File: config.mk
export PLATFORM = sky130hd
export DESIGN_NAME = ang_regs
export DESIGN_NICKNAME = d
export VERILOG_FILES = /design/src/include/ang_pkg.sv /design/src/ang_regs.sv
export SDC_FILE = /design/constraint.sdc
export NUM_CORES = 1
export LEC_CHECK = 0
export ABC_AREA = 1
export BUFFER_PORTS_ARGS = -buffer_cell sky130_fd_sc_hd__buf_2
export CAP_MARGIN = 20
export CORE_UTILIZATION = 63
export CTS_CLUSTER_DIAMETER = 60
export DETAILED_ROUTE_END_ITERATION = 10
export PLACE_DENSITY = 0.89
export SLEW_MARGIN = 20
export SYNTH_ARGS = -nofsm -noshare
export SYNTH_HDL_FRONTEND = slang
export SYNTH_SLANG_ARGS = --single-unit
File: constraint.sdc
create_clock -name clk_sys -period 11.6 [get_ports clk_sys]
set_clock_uncertainty 0.2 [all_clocks]
set_input_delay 2.32 -clock clk_sys [delete_from_list [all_inputs] [get_ports clk_sys]]
set_output_delay 2.32 -clock clk_sys [all_outputs]
set_load 0.05 [all_outputs]
File: src/include/ang_pkg.sv
// Package for the auto-negotiation next-page and gigabit control registers.
// Assumes a station manager on a serial management link (clock and data).
package ang_pkg;

    // Register offsets on the management link
    localparam logic [4:0] ANG_OFS_EXPANSION = 5'h06;
    localparam logic [4:0] ANG_OFS_NP_TX     = 5'h07;
    localparam logic [4:0] ANG_OFS_LP_NP     = 5'h08;
    localparam logic [4:0] ANG_OFS_GIG_CTRL  = 5'h09;

    // Expansion status bit positions
    localparam int ANG_EXP_PD_FAULT   = 4;
    localparam int ANG_EXP_LP_NP_ABLE = 3;
    localparam int ANG_EXP_NP_ABLE    = 2;
    localparam int ANG_EXP_PAGE_RX    = 1;
    localparam int ANG_EXP_LP_AN_ABLE = 0;

    // Next-page word bit positions
    localparam int ANG_NP_MORE   = 15;
    localparam int ANG_NP_ACK    = 14;
    localparam int ANG_NP_MSG    = 13;
    localparam int ANG_NP_ACK2   = 12;
    localparam int ANG_NP_TOGGLE = 11;
    localparam int ANG_NP_CODE_W = 11;

    // Gigabit control bit positions
    localparam int ANG_GC_TM_LSB    = 13;
    localparam int ANG_GC_MS_MANUAL = 12;
    localparam int ANG_GC_MS_VALUE  = 11;
    localparam int ANG_GC_PORT_TYPE = 10;
    localparam int ANG_GC_ADV_1000F = 9;

    // Values after reset
    localparam logic       ANG_RST_NP_ABLE = 1'b1;
    localparam logic       ANG_RST_NP_MSG  = 1'b1;
    localparam logic [10:0] ANG_RST_NP_CODE = 11'h3FF;
    localparam logic [15:0] ANG_RST_LP_NP   = 16'h0000;
    localparam logic [15:0] ANG_RST_GIG     = 16'h0000;

    // Writable masks
    localparam logic [15:0] ANG_NP_TX_WMASK = 16'hB7FF;
    localparam logic [15:0] ANG_GIG_WMASK   = 16'hFE00;

    // Management frame
    localparam int          ANG_MDIO_PRE_LEN = 32;
    localparam logic [1:0]  ANG_OP_WRITE     = 2'b01;
    localparam logic [1:0]  ANG_OP_READ      = 2'b10;
    localparam logic [3:0]  ANG_HDR_LAST     = 4'hB;
    localparam logic [3:0]  ANG_DATA_LAST    = 4'hF;

    typedef enum logic [2:0] {
        MS_PRE, MS_START, MS_HDR, MS_TA, MS_DATA
    } ang_mdio_st_e;

    typedef enum logic [2:0] {
        TM_NORMAL, TM_WAVEFORM, TM_MASTER_JIT, TM_SLAVE_JIT, TM_DISTORT
    } ang_tmode_e;

    // Conditions from the negotiation datapath
    typedef struct packed {
        logic pd_fault;
        logic lp_np_able;
        logic np_able;
        logic lp_an_able;
        logic tx_toggle;
    } ang_an_stat_s;

    // Decoded gigabit control for the line side
    typedef struct packed {
        ang_tmode_e test_mode;
        logic       ms_manual;
        logic       ms_force_master;
        logic       ms_force_slave;
        logic       port_multi;
        logic       adv_1000_full;
    } ang_gig_ctrl_s;

endpackage

File: src/ang_regs.sv
// Management registers: expansion status, next-page transmit and receive,
// upper gigabit control, behind a serial management slave.
// Assumes mdc and mdio come from another clock domain; status from clk_sys.
`timescale 1ns/10ps
module ang_regs
    import ang_pkg::*;
#(
    parameter logic [4:0] PHY_ADDR = 5'h00,
    parameter int         PRE_LEN  = ANG_MDIO_PRE_LEN
) (
    // Clock and reset
    input  wire logic          clk_sys,
    input  wire logic          rst,
    // Management link
    input  wire logic          mdc,
    input  wire logic          mdio_in,
    output logic               mdio_out,
    output logic               mdio_oe,
    // Negotiation datapath
    input  wire ang_an_stat_s  an_stat,
    input  wire logic          lp_page_vld,
    input  wire logic [15:0]   lp_page,
    // Controls out
    output logic [15:0]        np_tx_word,
    output ang_gig_ctrl_s      gig_ctrl
);

    generate
        if (PRE_LEN < 1 || PRE_LEN > 63) begin : g_bad_pre
            $error("PRE_LEN must be 1 to 63");
        end
    endgenerate

    // Two-stage synchronisers; first stage feeds only the second
    logic       mdc_s1_reg;
    logic       mdc_s2_reg;
    logic       mdc_d_reg;
    logic       mdi_s1_reg;
    logic       mdi_s2_reg;

    always_ff @(posedge clk_sys or posedge rst) begin
        if (rst) begin
            mdc_s1_reg <= 1'b0;
            mdc_s2_reg <= 1'b0;
            mdc_d_reg  <= 1'b0;
            mdi_s1_reg <= 1'b1;
            mdi_s2_reg <= 1'b1;
        end else begin
            mdc_s1_reg <= mdc;
            mdc_s2_reg <= mdc_s1_reg;
            mdc_d_reg  <= mdc_s2_reg;
            mdi_s1_reg <= mdio_in;
            mdi_s2_reg <= mdi_s1_reg;
        end
    end

    wire logic mdc_rise = mdc_s2_reg & ~mdc_d_reg;
    wire logic bit_in   = mdi_s2_reg;

    // Frame state
    ang_mdio_st_e st_reg;
    logic [5:0]   pre_cnt_reg;
    logic [3:0]   cnt_reg;
    logic [11:0]  hdr_reg;
    logic [15:0]  sh_reg;
    logic         rd_reg;
    logic         wr_reg;

    // Decided one bit before the header is complete, so fields sit low
    wire logic [1:0] hdr_op   = hdr_reg[10:9];
    wire logic [4:0] hdr_phy  = hdr_reg[8:4];
    wire logic [4:0] cur_addr = hdr_reg[4:0];
    wire logic addr_hit = hdr_phy == PHY_ADDR;
    wire logic ta_load  = st_reg == MS_TA && mdc_rise && cnt_reg[0];
    wire logic data_end = st_reg == MS_DATA && mdc_rise
                        && cnt_reg == ANG_DATA_LAST;
    wire logic wr_commit = data_end && wr_reg;
    wire logic [15:0] wr_data = {sh_reg[14:0], bit_in};
    wire logic rd_exp   = ta_load && rd_reg
                        && cur_addr == ANG_OFS_EXPANSION;

    always_ff @(posedge clk_sys or posedge rst) begin
        if (rst) begin
            st_reg      <= MS_PRE;
            pre_cnt_reg <= 6'h00;
            cnt_reg     <= 4'h0;
            hdr_reg     <= 12'h000;
            rd_reg      <= 1'b0;
            wr_reg      <= 1'b0;
        end else if (mdc_rise) begin
            case (st_reg)
                MS_PRE: begin
                    if (bit_in) begin
                        if (pre_cnt_reg != 6'h3F) begin
                            pre_cnt_reg <= pre_cnt_reg + 6'h01;
                        end
                    end else if (pre_cnt_reg >= 6'(PRE_LEN)) begin
                        st_reg <= MS_START;
                    end else begin
                        pre_cnt_reg <= 6'h00;
                    end
                end
                MS_START: begin
                    pre_cnt_reg <= 6'h00;
                    cnt_reg     <= 4'h0;
                    st_reg      <= bit_in ? MS_HDR : MS_PRE;
                end
                MS_HDR: begin
                    hdr_reg <= {hdr_reg[10:0], bit_in};
                    cnt_reg <= cnt_reg + 4'h1;
                    if (cnt_reg == ANG_HDR_LAST) begin
                        cnt_reg <= 4'h0;
                        st_reg  <= MS_TA;
                        rd_reg  <= hdr_op == ANG_OP_READ && addr_hit;
                        wr_reg  <= hdr_op == ANG_OP_WRITE && addr_hit;
                    end
                end
                MS_TA: begin
                    cnt_reg <= cnt_reg + 4'h1;
                    if (cnt_reg[0]) begin
                        cnt_reg <= 4'h0;
                        st_reg  <= MS_DATA;
                    end
                end
                MS_DATA: begin
                    cnt_reg <= cnt_reg + 4'h1;
                    if (cnt_reg == ANG_DATA_LAST) begin
                        st_reg <= MS_PRE;
                        rd_reg <= 1'b0;
                        wr_reg <= 1'b0;
                    end
                end
                default: begin
                    st_reg <= MS_PRE;
                end
            endcase
        end
    end

    // Register state
    logic         pdf_reg;
    logic         lpnp_reg;
    logic         npc_reg;
    logic         prx_reg;
    logic         lpan_reg;
    logic         tog_reg;
    logic [15:0]  np_tx_reg;
    logic [15:0]  lp_np_reg;
    logic [15:0]  gig_reg;

    // Set wins over the read clear
    function automatic logic sticky(input logic cur, input logic set,
                                    input logic clr);
        sticky = set | (cur & ~clr);
    endfunction

    wire logic [15:0] exp_word = {11'h000, pdf_reg, lpnp_reg, npc_reg,
                                  prx_reg, lpan_reg};
    wire logic [15:0] np_word  = {np_tx_reg[15:12], tog_reg,
                                  np_tx_reg[10:0]};

    function automatic logic [15:0] rd_mux(input logic [4:0] a,
        input logic [15:0] e, input logic [15:0] t,
        input logic [15:0] p, input logic [15:0] g);
        case (a)
            ANG_OFS_EXPANSION: rd_mux = e;
            ANG_OFS_NP_TX:     rd_mux = t;
            ANG_OFS_LP_NP:     rd_mux = p;
            ANG_OFS_GIG_CTRL:  rd_mux = g;
            default:           rd_mux = 16'h0000;
        endcase
    endfunction

    wire logic [15:0] rd_word = rd_mux(cur_addr, exp_word, np_word,
                                       lp_np_reg, gig_reg);
    wire logic wr_np  = wr_commit && cur_addr == ANG_OFS_NP_TX;
    wire logic wr_gig = wr_commit && cur_addr == ANG_OFS_GIG_CTRL;

    wire logic pdf_next = sticky(pdf_reg, an_stat.pd_fault, rd_exp);
    wire logic npc_next = sticky(npc_reg, an_stat.np_able, rd_exp);
    wire logic prx_next = sticky(prx_reg, lp_page_vld, rd_exp);

    always_ff @(posedge clk_sys or posedge rst) begin
        if (rst) begin
            pdf_reg  <= 1'b0;
            npc_reg  <= ANG_RST_NP_ABLE;
            prx_reg  <= 1'b0;
            lpnp_reg <= 1'b0;
            lpan_reg <= 1'b0;
            tog_reg  <= 1'b0;
        end else begin
            pdf_reg  <= pdf_next;
            npc_reg  <= npc_next;
            prx_reg  <= prx_next;
            lpnp_reg <= an_stat.lp_np_able;
            lpan_reg <= an_stat.lp_an_able;
            tog_reg  <= ~an_stat.tx_toggle;
        end
    end

    // Write side; read-only bits keep their masks out of reach
    always_ff @(posedge clk_sys or posedge rst) begin
        if (rst) begin
            np_tx_reg <= {1'b0, 1'b0, ANG_RST_NP_MSG, 1'b0, 1'b0,
                          ANG_RST_NP_CODE};
            lp_np_reg <= ANG_RST_LP_NP;
            gig_reg   <= ANG_RST_GIG;
        end else begin
            if (wr_np) begin
                np_tx_reg <= wr_data & ANG_NP_TX_WMASK;
            end
            if (lp_page_vld) begin
                lp_np_reg <= lp_page;
            end
            if (wr_gig) begin
                gig_reg <= wr_data & ANG_GIG_WMASK;
            end
        end
    end

    // Decoded controls; reserved test codes fall back to normal
    function automatic ang_tmode_e tm_dec(input logic [2:0] c);
        case (c)
            3'h1:    tm_dec = TM_WAVEFORM;
            3'h2:    tm_dec = TM_MASTER_JIT;
            3'h3:    tm_dec = TM_SLAVE_JIT;
            3'h4:    tm_dec = TM_DISTORT;
            default: tm_dec = TM_NORMAL;
        endcase
    endfunction

    wire logic gc_man = gig_reg[ANG_GC_MS_MANUAL];
    wire logic gc_val = gig_reg[ANG_GC_MS_VALUE];
    ang_gig_ctrl_s gig_next;
    assign gig_next.test_mode = tm_dec(gig_reg[15:13]);
    assign gig_next.ms_manual = gc_man;
    assign gig_next.ms_force_master = gc_man & gc_val;
    assign gig_next.ms_force_slave  = gc_man & ~gc_val;
    assign gig_next.port_multi = gig_reg[ANG_GC_PORT_TYPE];
    assign gig_next.adv_1000_full = gig_reg[ANG_GC_ADV_1000F];

    // Output driving: change just after the sampled rising edge
    logic mdo_next;
    logic mdoe_next;
    always_comb begin
        mdo_next  = mdio_out;
        mdoe_next = mdio_oe;
        if (mdc_rise && rd_reg) begin
            if (st_reg == MS_TA && !cnt_reg[0]) begin
                mdo_next  = 1'b0;
                mdoe_next = 1'b1;
            end else if (ta_load) begin
                mdo_next = rd_word[15];
            end else if (st_reg == MS_DATA) begin
                mdo_next  = sh_reg[14];
                mdoe_next = !data_end;
            end
        end
    end

    always_ff @(posedge clk_sys or posedge rst) begin
        if (rst) begin
            sh_reg     <= 16'h0000;
            mdio_out   <= 1'b0;
            mdio_oe    <= 1'b0;
            np_tx_word <= 16'h0000;
            gig_ctrl   <= '0;
        end else begin
            if (ta_load) begin
                sh_reg <= rd_word;
            end else if (mdc_rise && st_reg == MS_DATA) begin
                sh_reg <= wr_data;
            end
            mdio_out   <= mdo_next;
            mdio_oe    <= mdoe_next;
            np_tx_word <= np_word;
            gig_ctrl   <= gig_next;
        end
    end
endmodule

After elaboration in Yosys (flattened, before gate mapping)
Cells that the tools add are included.
Widths: inputs -> output; s select.
{"block": "word_totals", "out_inout_bits": 26, "ff_bits": 114, "inputBits": 26}
{"block": "classes", "order_cmp": 1, "addsub": 2, "n_eq_ne": 25, "n_mux": 29, "n_bitwise": 13, "n_reduce_logical": 30}
{"cell": "$pmux 16 s4", "n": 1}
{"cell": "$mux 15", "n": 2}
{"cell": "$mux 6", "n": 3}
{"cell": "$pmux 4 s4", "n": 1}
{"cell": "$mux 3", "n": 5}
{"cell": "$pmux 3 s5", "n": 1}
{"cell": "$logic_and 1x1->1", "n": 13}
{"cell": "$eq 3x2->1 const B", "n": 4}
{"cell": "$pmux 3 s4", "n": 1}
{"cell": "$pmux 6 s2", "n": 1}
{"cell": "$eq 5x3->1 const B", "n": 2}
{"cell": "$eq 5x4->1 const B", "n": 2}
{"cell": "$ne 2x2->1 const B", "n": 5}
{"cell": "$mux 1", "n": 9}
{"cell": "$eq 4x4->1 const B", "n": 2}
{"cell": "$mux 4", "n": 2}
{"cell": "$reduce_and 4->1", "n": 2}
{"cell": "$reduce_bool 2->1", "n": 4}
{"cell": "$add 6x1->6 const B", "n": 1}
{"cell": "$and 1x1->1", "n": 6}
{"cell": "$eq 3x1->1 const B", "n": 2}
{"cell": "$eq 3x3->1 const B", "n": 2}
{"cell": "$ge 6x6->1 const B", "n": 1}
{"cell": "$ne 3x3->1 const B", "n": 2}
{"cell": "17 further kinds", "n": 26}

Logic depth before layout (Yosys ltp)
Gate-level depths: netlist of the first run.
{"block": "logic_depth", "depth_word": 9, "mapped_depth": 9, "mapped_depth_nobuf": 9}

Worst setup path before layout of the first run
OpenSTA, ideal clock, no wires.
{"block": "synth_timing", "path_type": "flip-flop to output port", "from": "register mdio_oe", "to": "output mdio_oe", "path_slack_ns": 8.480, "t_required_ns": 9.080, "stages_incl_launch_ff": 1, "arrival_ns": 0.600, "path_cell_list": "dfrtp_1"}
{"element": "from (decl)", "line": "ang_regs.sv:18", "source": "output logic mdio_oe,"}
{"element": "from (signal assigned)", "line": "ang_regs.sv:275", "source": "mdio_oe <= mdoe_next;"}
No word-level cell between the ends.

Worst setup path after layout of the first run
{"block": "layout_timing", "from": "register mdio_out", "to": "output mdio_out"}
{"element": "from (decl)", "line": "ang_regs.sv:17", "source": "output logic mdio_out,"}
{"element": "from (signal assigned)", "line": "ang_regs.sv:274", "source": "mdio_out <= mdo_next;"}
No word-level cell between the ends.

==> results by group, run 1 <==
Run status
  – Outcome: complete, no violations

STA
  – Tcrit/Tclk final: 31.5%
  – Fmax: 273 MHz
  – Setup_tns: 0 ns
  – Worst-margin pin slew: 0.951 ns
  – Hold Slack: 0.166 ns
  – Hold Violations, Final: 0
  – Fin. max-slew vios: 0
  – RSZ-0062 raised after global routing: false
  – Setup violations, final: 0
  – Relative slew slack: 36.6%
  – Post-route minimum period: 3.66 ns

Synth
  – Cell with the most instances after synthesis: nand2_1
  – Average size of a mapped cell: 8.99 µm²
  – Mapped Nets: 591
  – Post-synth cell types: 33
  – Main synth FF type: dfrtp_1
  – Post-Synthesis Cells: 561
  – Mapped cell area: 5040 µm²
  – Biggest area consumer among synthesized cells: dfrtp_1
  – Area contributors post-synth: dfrtp_1 (50%), nand2_1 (8.6%), dfstp_2 (7.3%), o21ai_0 (5.4%), inv_1 (4.7%)
  – Register bit count reported by yosys: 114
  – Post-synth ARST share: 100%
  – Post-synth EDFFs: 0
  – Sequential element share of the synthesized area: 56.9%
  – Commonest cells in the netlist: nand2_1 (115), dfrtp_1 (100), inv_1 (63), o21ai_0 (54)
  – Synth top area share: 49.6%
  – YS warnings: 0

Worst setup path
  – Critical path's largest stage delay: 0.35 ns
  – Worst path bufs/invs: 1
  – CP Data Arrival Time: 1.14 ns
  – Crit-path cells: buf_2
  – Worst Reg2Reg Path Length in Cells: 5
  – Slowest CP cell: dfrtp_1
  – Critical Path Start Type: flop
  – Flop-to-flop setup slack: 9.29 ns
  – Critical path peak fanout: 2
  – R2R Path End: sh_reg[8]
  – Crit-path leading delay family: flip-flops
  – Crit Path Category: flop to primary output
  – FF-to-FF Start: hdr_reg[3]
  – Setup crit end kind: primary output
  – Worst EP required: 9.08 ns

Layout
  – Largest register FFs: 16
  – Post-route cell area: 5890 µm²
  – Filler cells: 488
  – Layout cells sized above 1: 21.8%
  – Utilization after layout: 76.3%
  – Area grow syn2layout: 16.9%
  – N_diodes: 0
  – Layout Nets: 642

CTS
  – Clock slew at reported path FFs: 0.06 ns
  – TritonCTS Buffers: 17
  – Post-CTS Hold Fix Bufs: 0
  – CTS tree: built
  – CTS H-tree lvls: 4
  – Clock latency on the worst-skew pair: 0.52 ns
  – Root buffer cell: clkbuf_8
  – CTS sink cnt: 114
  – Setup bufs post-CTS: 0
  – # resized after CTS: 0
  – Max Root-Sink Buffers: 2

Placement
  – Placed cell area: 5330 µm²
  – Number of port buffers: 50
  – Placer Congestion: 0.876
  – HPWL after detailed placement: 7390 µm

Floorplanning
  – Starting Density: 65.3%
  – Die width: 91.5 µm
  – Cell Rows: 32
  – Die height: 91.5 µm
  – Core Box Area: 7730 µm²
  – Io pins: 52
  – Die area: 8370 µm²

Route
  – Via/cell ratio: 5.78
  – DR pass1 iterations: 5
  – ANT nets after route: 0
  – Routed WL per cell: 16.1 µm
  – WL final: 11700 µm
  – DRC errors left: 0
  – First DRT Iteration DRCs: 399
  – Vias: 4199

Run
  – Max-cap violation count: 0

Min path
  – Min-Delay Path Class: flop to flop
  – Hold Startpoint: mdc_s1_reg
  – Hold Path Depth: 0
  – Hold Path End: mdc_s2_reg

GRT
  – Pin count of the biggest net entering global routing: 80
  – Global-route wire length before repair: 19300 µm
  – Global route total overflow: 0
  – Vias in the first global route: 4154
  – GRT Overall Usage: 30.5%
  – Initial antenna violation count: 0

Power and ir drop
  – Maximum vdd drop: 0.106 mV
  – P_leak: 2.88 nW
  – Total power: 0.937 mW
  – Power Density: 159 nW/µm²
-- metrics by stage --
stage | setup slack [ns] | std cells
2_1_floorplan | 6.09 | 561
3_3_place_gp | 7.72 | 695
3_5_place_dp | 7.67 | 695
4_1_cts | 7.92 | 727
5_1_grt | 7.90 | 727
6_report | 7.94 | 727
-- power by group --
part / total (mW) / leakage [nW] / internal (mW) / switching, mW
combinational: 0.0295 / 1.11 / 0.00791 / 0.0216
sequential: 0.411 / 1.48 / 0.407 / 0.00397
clock: 0.497 / 0.278 / 0.311 / 0.186
total: 0.937 / 2.88 / 0.725 / 0.212
-- layout make-up --
cell class,count,area [µm²],share of cell area [%]
clock buffer,19,432,7.32
timing repair buffer,52,265,4.50
multi-input combinational,358,1800,30.6
inverter,69,263,4.46
clock inverter,13,135,2.29
tap,102,128,2.17
sequential,114,2870,48.7
-- worst register-to-register path, cell delays in order, from the launching register on --
cell and delay (ns):
dfrtp_1 0.57, nor2_2 0.81, nand3_1 0.24, o21ai_1 0.16
nand2_1 0.09, a21oi_1 0.15
-- cell families after synthesis --
kind of cell	after synthesis	share of synthesized area [%]
fa+ha+maj	4	0.993
other cells	1	0.0744
xor+xnor	1	0.174
flops	114	56.9
compound gates	116	12.9
buf+inv	89	7.37
simple gates	236	21.6
-- layout by cell type (no fill, tap or decap), types with 2 or more instances in the layout --
cell	synthesis	routed
o21bai_1	3	3
dfstp_2	14	14
nand2_2	2	2
inv_1	63	62
nand4_1	13	13
nand3_1	43	43
o21ai_0	54	54
nand2_1	115	115
ha_1	4	4
clkinv_4	0	2
buf_2	11	50
nor2_2	3	3
clkinv_2	1	6
buf_4	2	2
bufinv_16	0	2
clkbuf_8	0	2
inv_6	0	2
o21ai_2	15	15
nor2_1	43	43
clkbuf_16	0	16
a21oi_1	19	19
clkinvlp_4	0	2
inv_2	5	5
o21ai_1	23	23
nand3_2	2	2
dfrtp_1	100	100
nor2_4	4	4
nand3_4	2	2
nor3_1	5	5
-- worst max path at each step --
stage	start	end	slack, ns	depth (start not counted)
detailed placement	rst	gig_reg[12]	7.67	3
global route	mdio_oe	mdio_oe	7.90	1
finish	mdio_out	mdio_out	7.94	1
CTS	mdio_out	mdio_out	7.92	1
floorplan	rst	cnt_reg[0]	6.09	1
global placement	rst	gig_ctrl[6]	7.72	3
-- layer usage --
metal	part of all wire, %	GRT usage [%]
met3	6.8	6.95
met5	0	0
met2	52	51.9
met4	2.5	13.5
met1	39	37.0
Power figures use the tool's default switching activity.
==> inputs of run 2 (changes only) <==
- ABC_AREA: 1 -> 0
- CORE_UTILIZATION: 63 -> 53
- PLACE_DENSITY: 0.89 -> 0.81
- clock period: 11.6 -> 3 ns (I/O delays scaled with it)
==> run 2 against run 1 <==
  * The flow now finishes with violations (design-rule violations)
  * Hold slack worse by 0.14 ns
  * Non-clock buffer count is 18 higher
  * Sequential cell count stayed put
  * Utilization decreased by 10 points
  * Total power grew to 4.1 times the previous value
  * Die area rose by 18%
  * Combinational power grew to 5.7 times the previous value
  * Cell count is 16% lower
  * Routed wire length shrank 5.3%
  * Critical endpoint is now np_tx_reg[15]
==> results by group, run 2 <==
Route
  – Vias: 3628 (-14%)
  – First DRT Iteration DRCs: 190 (-52%)
  – DR pass1 iterations: 9 (+4)
  – WL final: 11100 µm (-5.3%)
  – ANT nets after route: 0 (unchanged)
  – Routed WL per cell: 18.0 µm (+12%)
  – DRC errors left: 3 (+3)
  – Via/cell ratio: 5.91 (+2.3%)

Layout
  – Largest register FFs: 16 (unchanged)
  – Fin cells: 614 (-16%)
  – Area grow syn2layout: 21.2%
  – Most common cell after layout, fill and taps aside: dfrtp_1
  – Filler cells: 665 (+36%)
  – Post-route cell area: 6080 µm² (+3.2%)
  – N_diodes: 0 (unchanged)
  – Most frequent cells in the layout: dfrtp_1 (100), buf_2 (50), mux2_2 (48)
  – Layout cells sized above 1: 33.0% (+11 points)
  – Layout Nets: 520 (-19%)

GRT
  – Vias in the first global route: 3758 (-9.5%)
  – Global-route wire length before repair: 18800 µm (-2.5%)
  – Global route total overflow: 0 (unchanged)
  – GRT Overall Usage: 25.0% (-5.4 points)
  – Pin count of the biggest net entering global routing: 59 (-26%)
  – Initial antenna violation count: 0 (unchanged)
  – Met3 usage: 7.03% (+0.076 points)
  – Met2 Track Usage GR: 40.3% (-12 points)
  – Met1 Resource Use GR: 32.1% (-4.9 points)
  – GRT Max-Usage Layer: met2

Power and ir drop
  – P_leak: 2.77 nW (-3.8%)
  – Power Density: 637 nW/µm² (+300%)
  – Maximum vdd drop: 0.324 mV (+210%)

Synth
  – Commonest cells in the netlist: dfrtp_1 (100), mux2_2 (48), nand2_1 (34), nor2_1 (27), clkbuf_1 (18)
  – Mapped cell area: 5020 µm² (-0.47%)
  – Cell with the most instances after synthesis: dfrtp_1
  – Main synth FF type: dfrtp_1
  – Post-synth ARST share: 100% (unchanged)
  – Post-Synthesis Cells: 428 (-24%)
  – Area contributors post-synth: dfrtp_1 (50%), mux2_2 (11%), dfstp_2 (7.3%), nand2_1 (2.5%), nor3b_1 (2.2%)
  – Post-synth cell types: 62 (+88%)
  – Average size of a mapped cell: 11.7 µm² (+30%)
  – Register bit count reported by yosys: 114 (unchanged)
  – Mapped Nets: 458 (-23%)
  – Synth top area share: 49.9% (+0.24 points)
  – Sequential element share of the synthesized area: 57.2% (+0.27 points)
  – Biggest area consumer among synthesized cells: dfrtp_1
  – Post-synth EDFFs: 0 (unchanged)
  – YS warnings: 0 (unchanged)

CTS
  – CTS tree: built
  – Clock slew at reported path FFs: 0.06 ns (about the same)
  – Setup bufs post-CTS: 0 (unchanged)
  – Post-CTS Hold Fix Bufs: 5 (+5)
  – Max Root-Sink Buffers: 2 (unchanged)
  – Root buffer cell: clkbuf_8
  – # resized after CTS: 0 (unchanged)
  – Clock latency on the worst-skew pair: 0.52 ns (about the same)
  – CTS sink cnt: 114 (unchanged)
  – TritonCTS Buffers: 17 (unchanged)
  – CTS H-tree lvls: 4 (unchanged)

STA
  – Setup_tns: 0 ns (unchanged)
  – Fin. max-slew vios: 0 (unchanged)
  – Post-route minimum period: 2.60 ns
  – RSZ-0062 raised after global routing: false
  – Tcrit/Tclk final: 86.7%
  – Relative slew slack: 39.1% (+2.5 points)
  – Fmax: 385 MHz
  – Worst-margin pin slew: 0.905 ns (-0.0462 ns)
  – Setup violations, final: 0 (unchanged)
  – Hold Violations, Final: 0 (unchanged)

Worst setup path
  – Setup crit end kind: flop
  – CP Data Arrival Time: 2.79 ns (+1.65 ns)
  – Crit Path Category: flop to flop
  – Critical Path Start Type: flop
  – Crit-path leading delay family: simple AND/OR/NAND/NOR gates
  – Critical path's largest stage delay: 0.60 ns (+0.25 ns)
  – Critical path peak fanout: 14 (+12)
  – Worst EP required: 3.19 ns (-5.89 ns)
  – Slowest CP cell: or4_4
  – Worst path bufs/invs: 0 (-1)
  – Crit-path cells: ha_1, nand3b_1, or4_4, nor2_4, mux2_2

Run status
  – Failing checks: design-rule violations
  – Outcome: finished, violations left

Placement
  – Placed cell area: 5420 µm² (+1.7%)
  – Placer Congestion: 0.861 (-1.8%)
  – Number of port buffers: 50 (unchanged)
  – Placed insts: 577 (-17%)
  – HPWL after detailed placement: 6950 µm (-6.0%)

Floorplanning
  – Die area: 9860 µm² (+18%)
  – Core Box Area: 9200 µm² (+19%)
  – Io pins: 52 (unchanged)
  – Die height: 99.3 µm (+8.6%)
  – Die width: 99.3 µm (+8.6%)
  – Starting Density: 54.6% (-11 points)
  – Cell Rows: 35 (+9.4%)

Min path
  – Min-Delay Path Class: input port to flop

Run
  – Max-cap violation count: 0 (unchanged)
[run 2: cell types whose count changed after synthesis, sizes merged, moves of 21 or more]
cell	delta
mux2	+48
nor2	-21
inv	-59
o21ai	-75
nand2	-83
nand3	-42
[run 2: area by class of cell]
class	count	area, µm²	share of cell area [%]
inverters	9	37.5	0.617
clock inverters	12	181	2.98
well taps	111	139	2.28
repair buffers	70	425	6.99
multi-input cells	278	1990	32.8
flip-flops and latches	114	2870	47.2
clock buffers	20	435	7.16
[run 2: cell families after synthesis]
logic type | share of synthesized area (%)
xor+xnor | 0.175
flops | 57.2
simple gates | 14.4
other cells | 0.0747
buf+inv | 3.17
compound gates | 11.1
mux | 13.0
fa+ha+maj | 0.997
[run 2: path summary, 6_finish.rpt]
path / depth (start not counted) / startpoint / slack, ns / end
max: 5 / cnt_reg[1] / 0.40 / np_tx_reg[15]
min: 2 / an_stat[0] / 0.03 / tog_reg
max reg2reg: 5 / cnt_reg[1] / 0.40 / np_tx_reg[15]
min reg2reg: 0 / mdc_s1_reg / 0.15 / mdc_s2_reg
max in group asynchronous: 5 / rst / 1.24 / gig_ctrl[6]
min in group asynchronous: 3 / rst / 0.41 / pre_cnt_reg[0]
[run 2: per-stage QoR]
step | power [mW] | hold slack (ns) | setup slack, ns | util, %
after floorplan | 1.76 | 0.131 | 0.690 | -
after global placement | 1.81 | 0.142 | 0.525 | 58.9
after detailed placement | 1.82 | 0.140 | 0.432 | 58.9
after CTS | 3.90 | 0.0150 | 0.406 | 66.1
after global routing | 4.01 | 0.0260 | 0.280 | 66.1
final | 3.88 | 0.0302 | 0.400 | 66.1
[run 2: routing by layer]
metal	up-vias	part of all wire, %
li1	1658	-
met4	0	1.9
met1	1834	43
met5	-	0
met3	20	4.8
met2	116	50
[run 2: power by group]
part           internal (mW)  leakage, nW  switching, mW
Clock                   1.37        0.299          0.704
Combinational         0.0790        0.996         0.0888
Sequential              1.59         1.47         0.0393
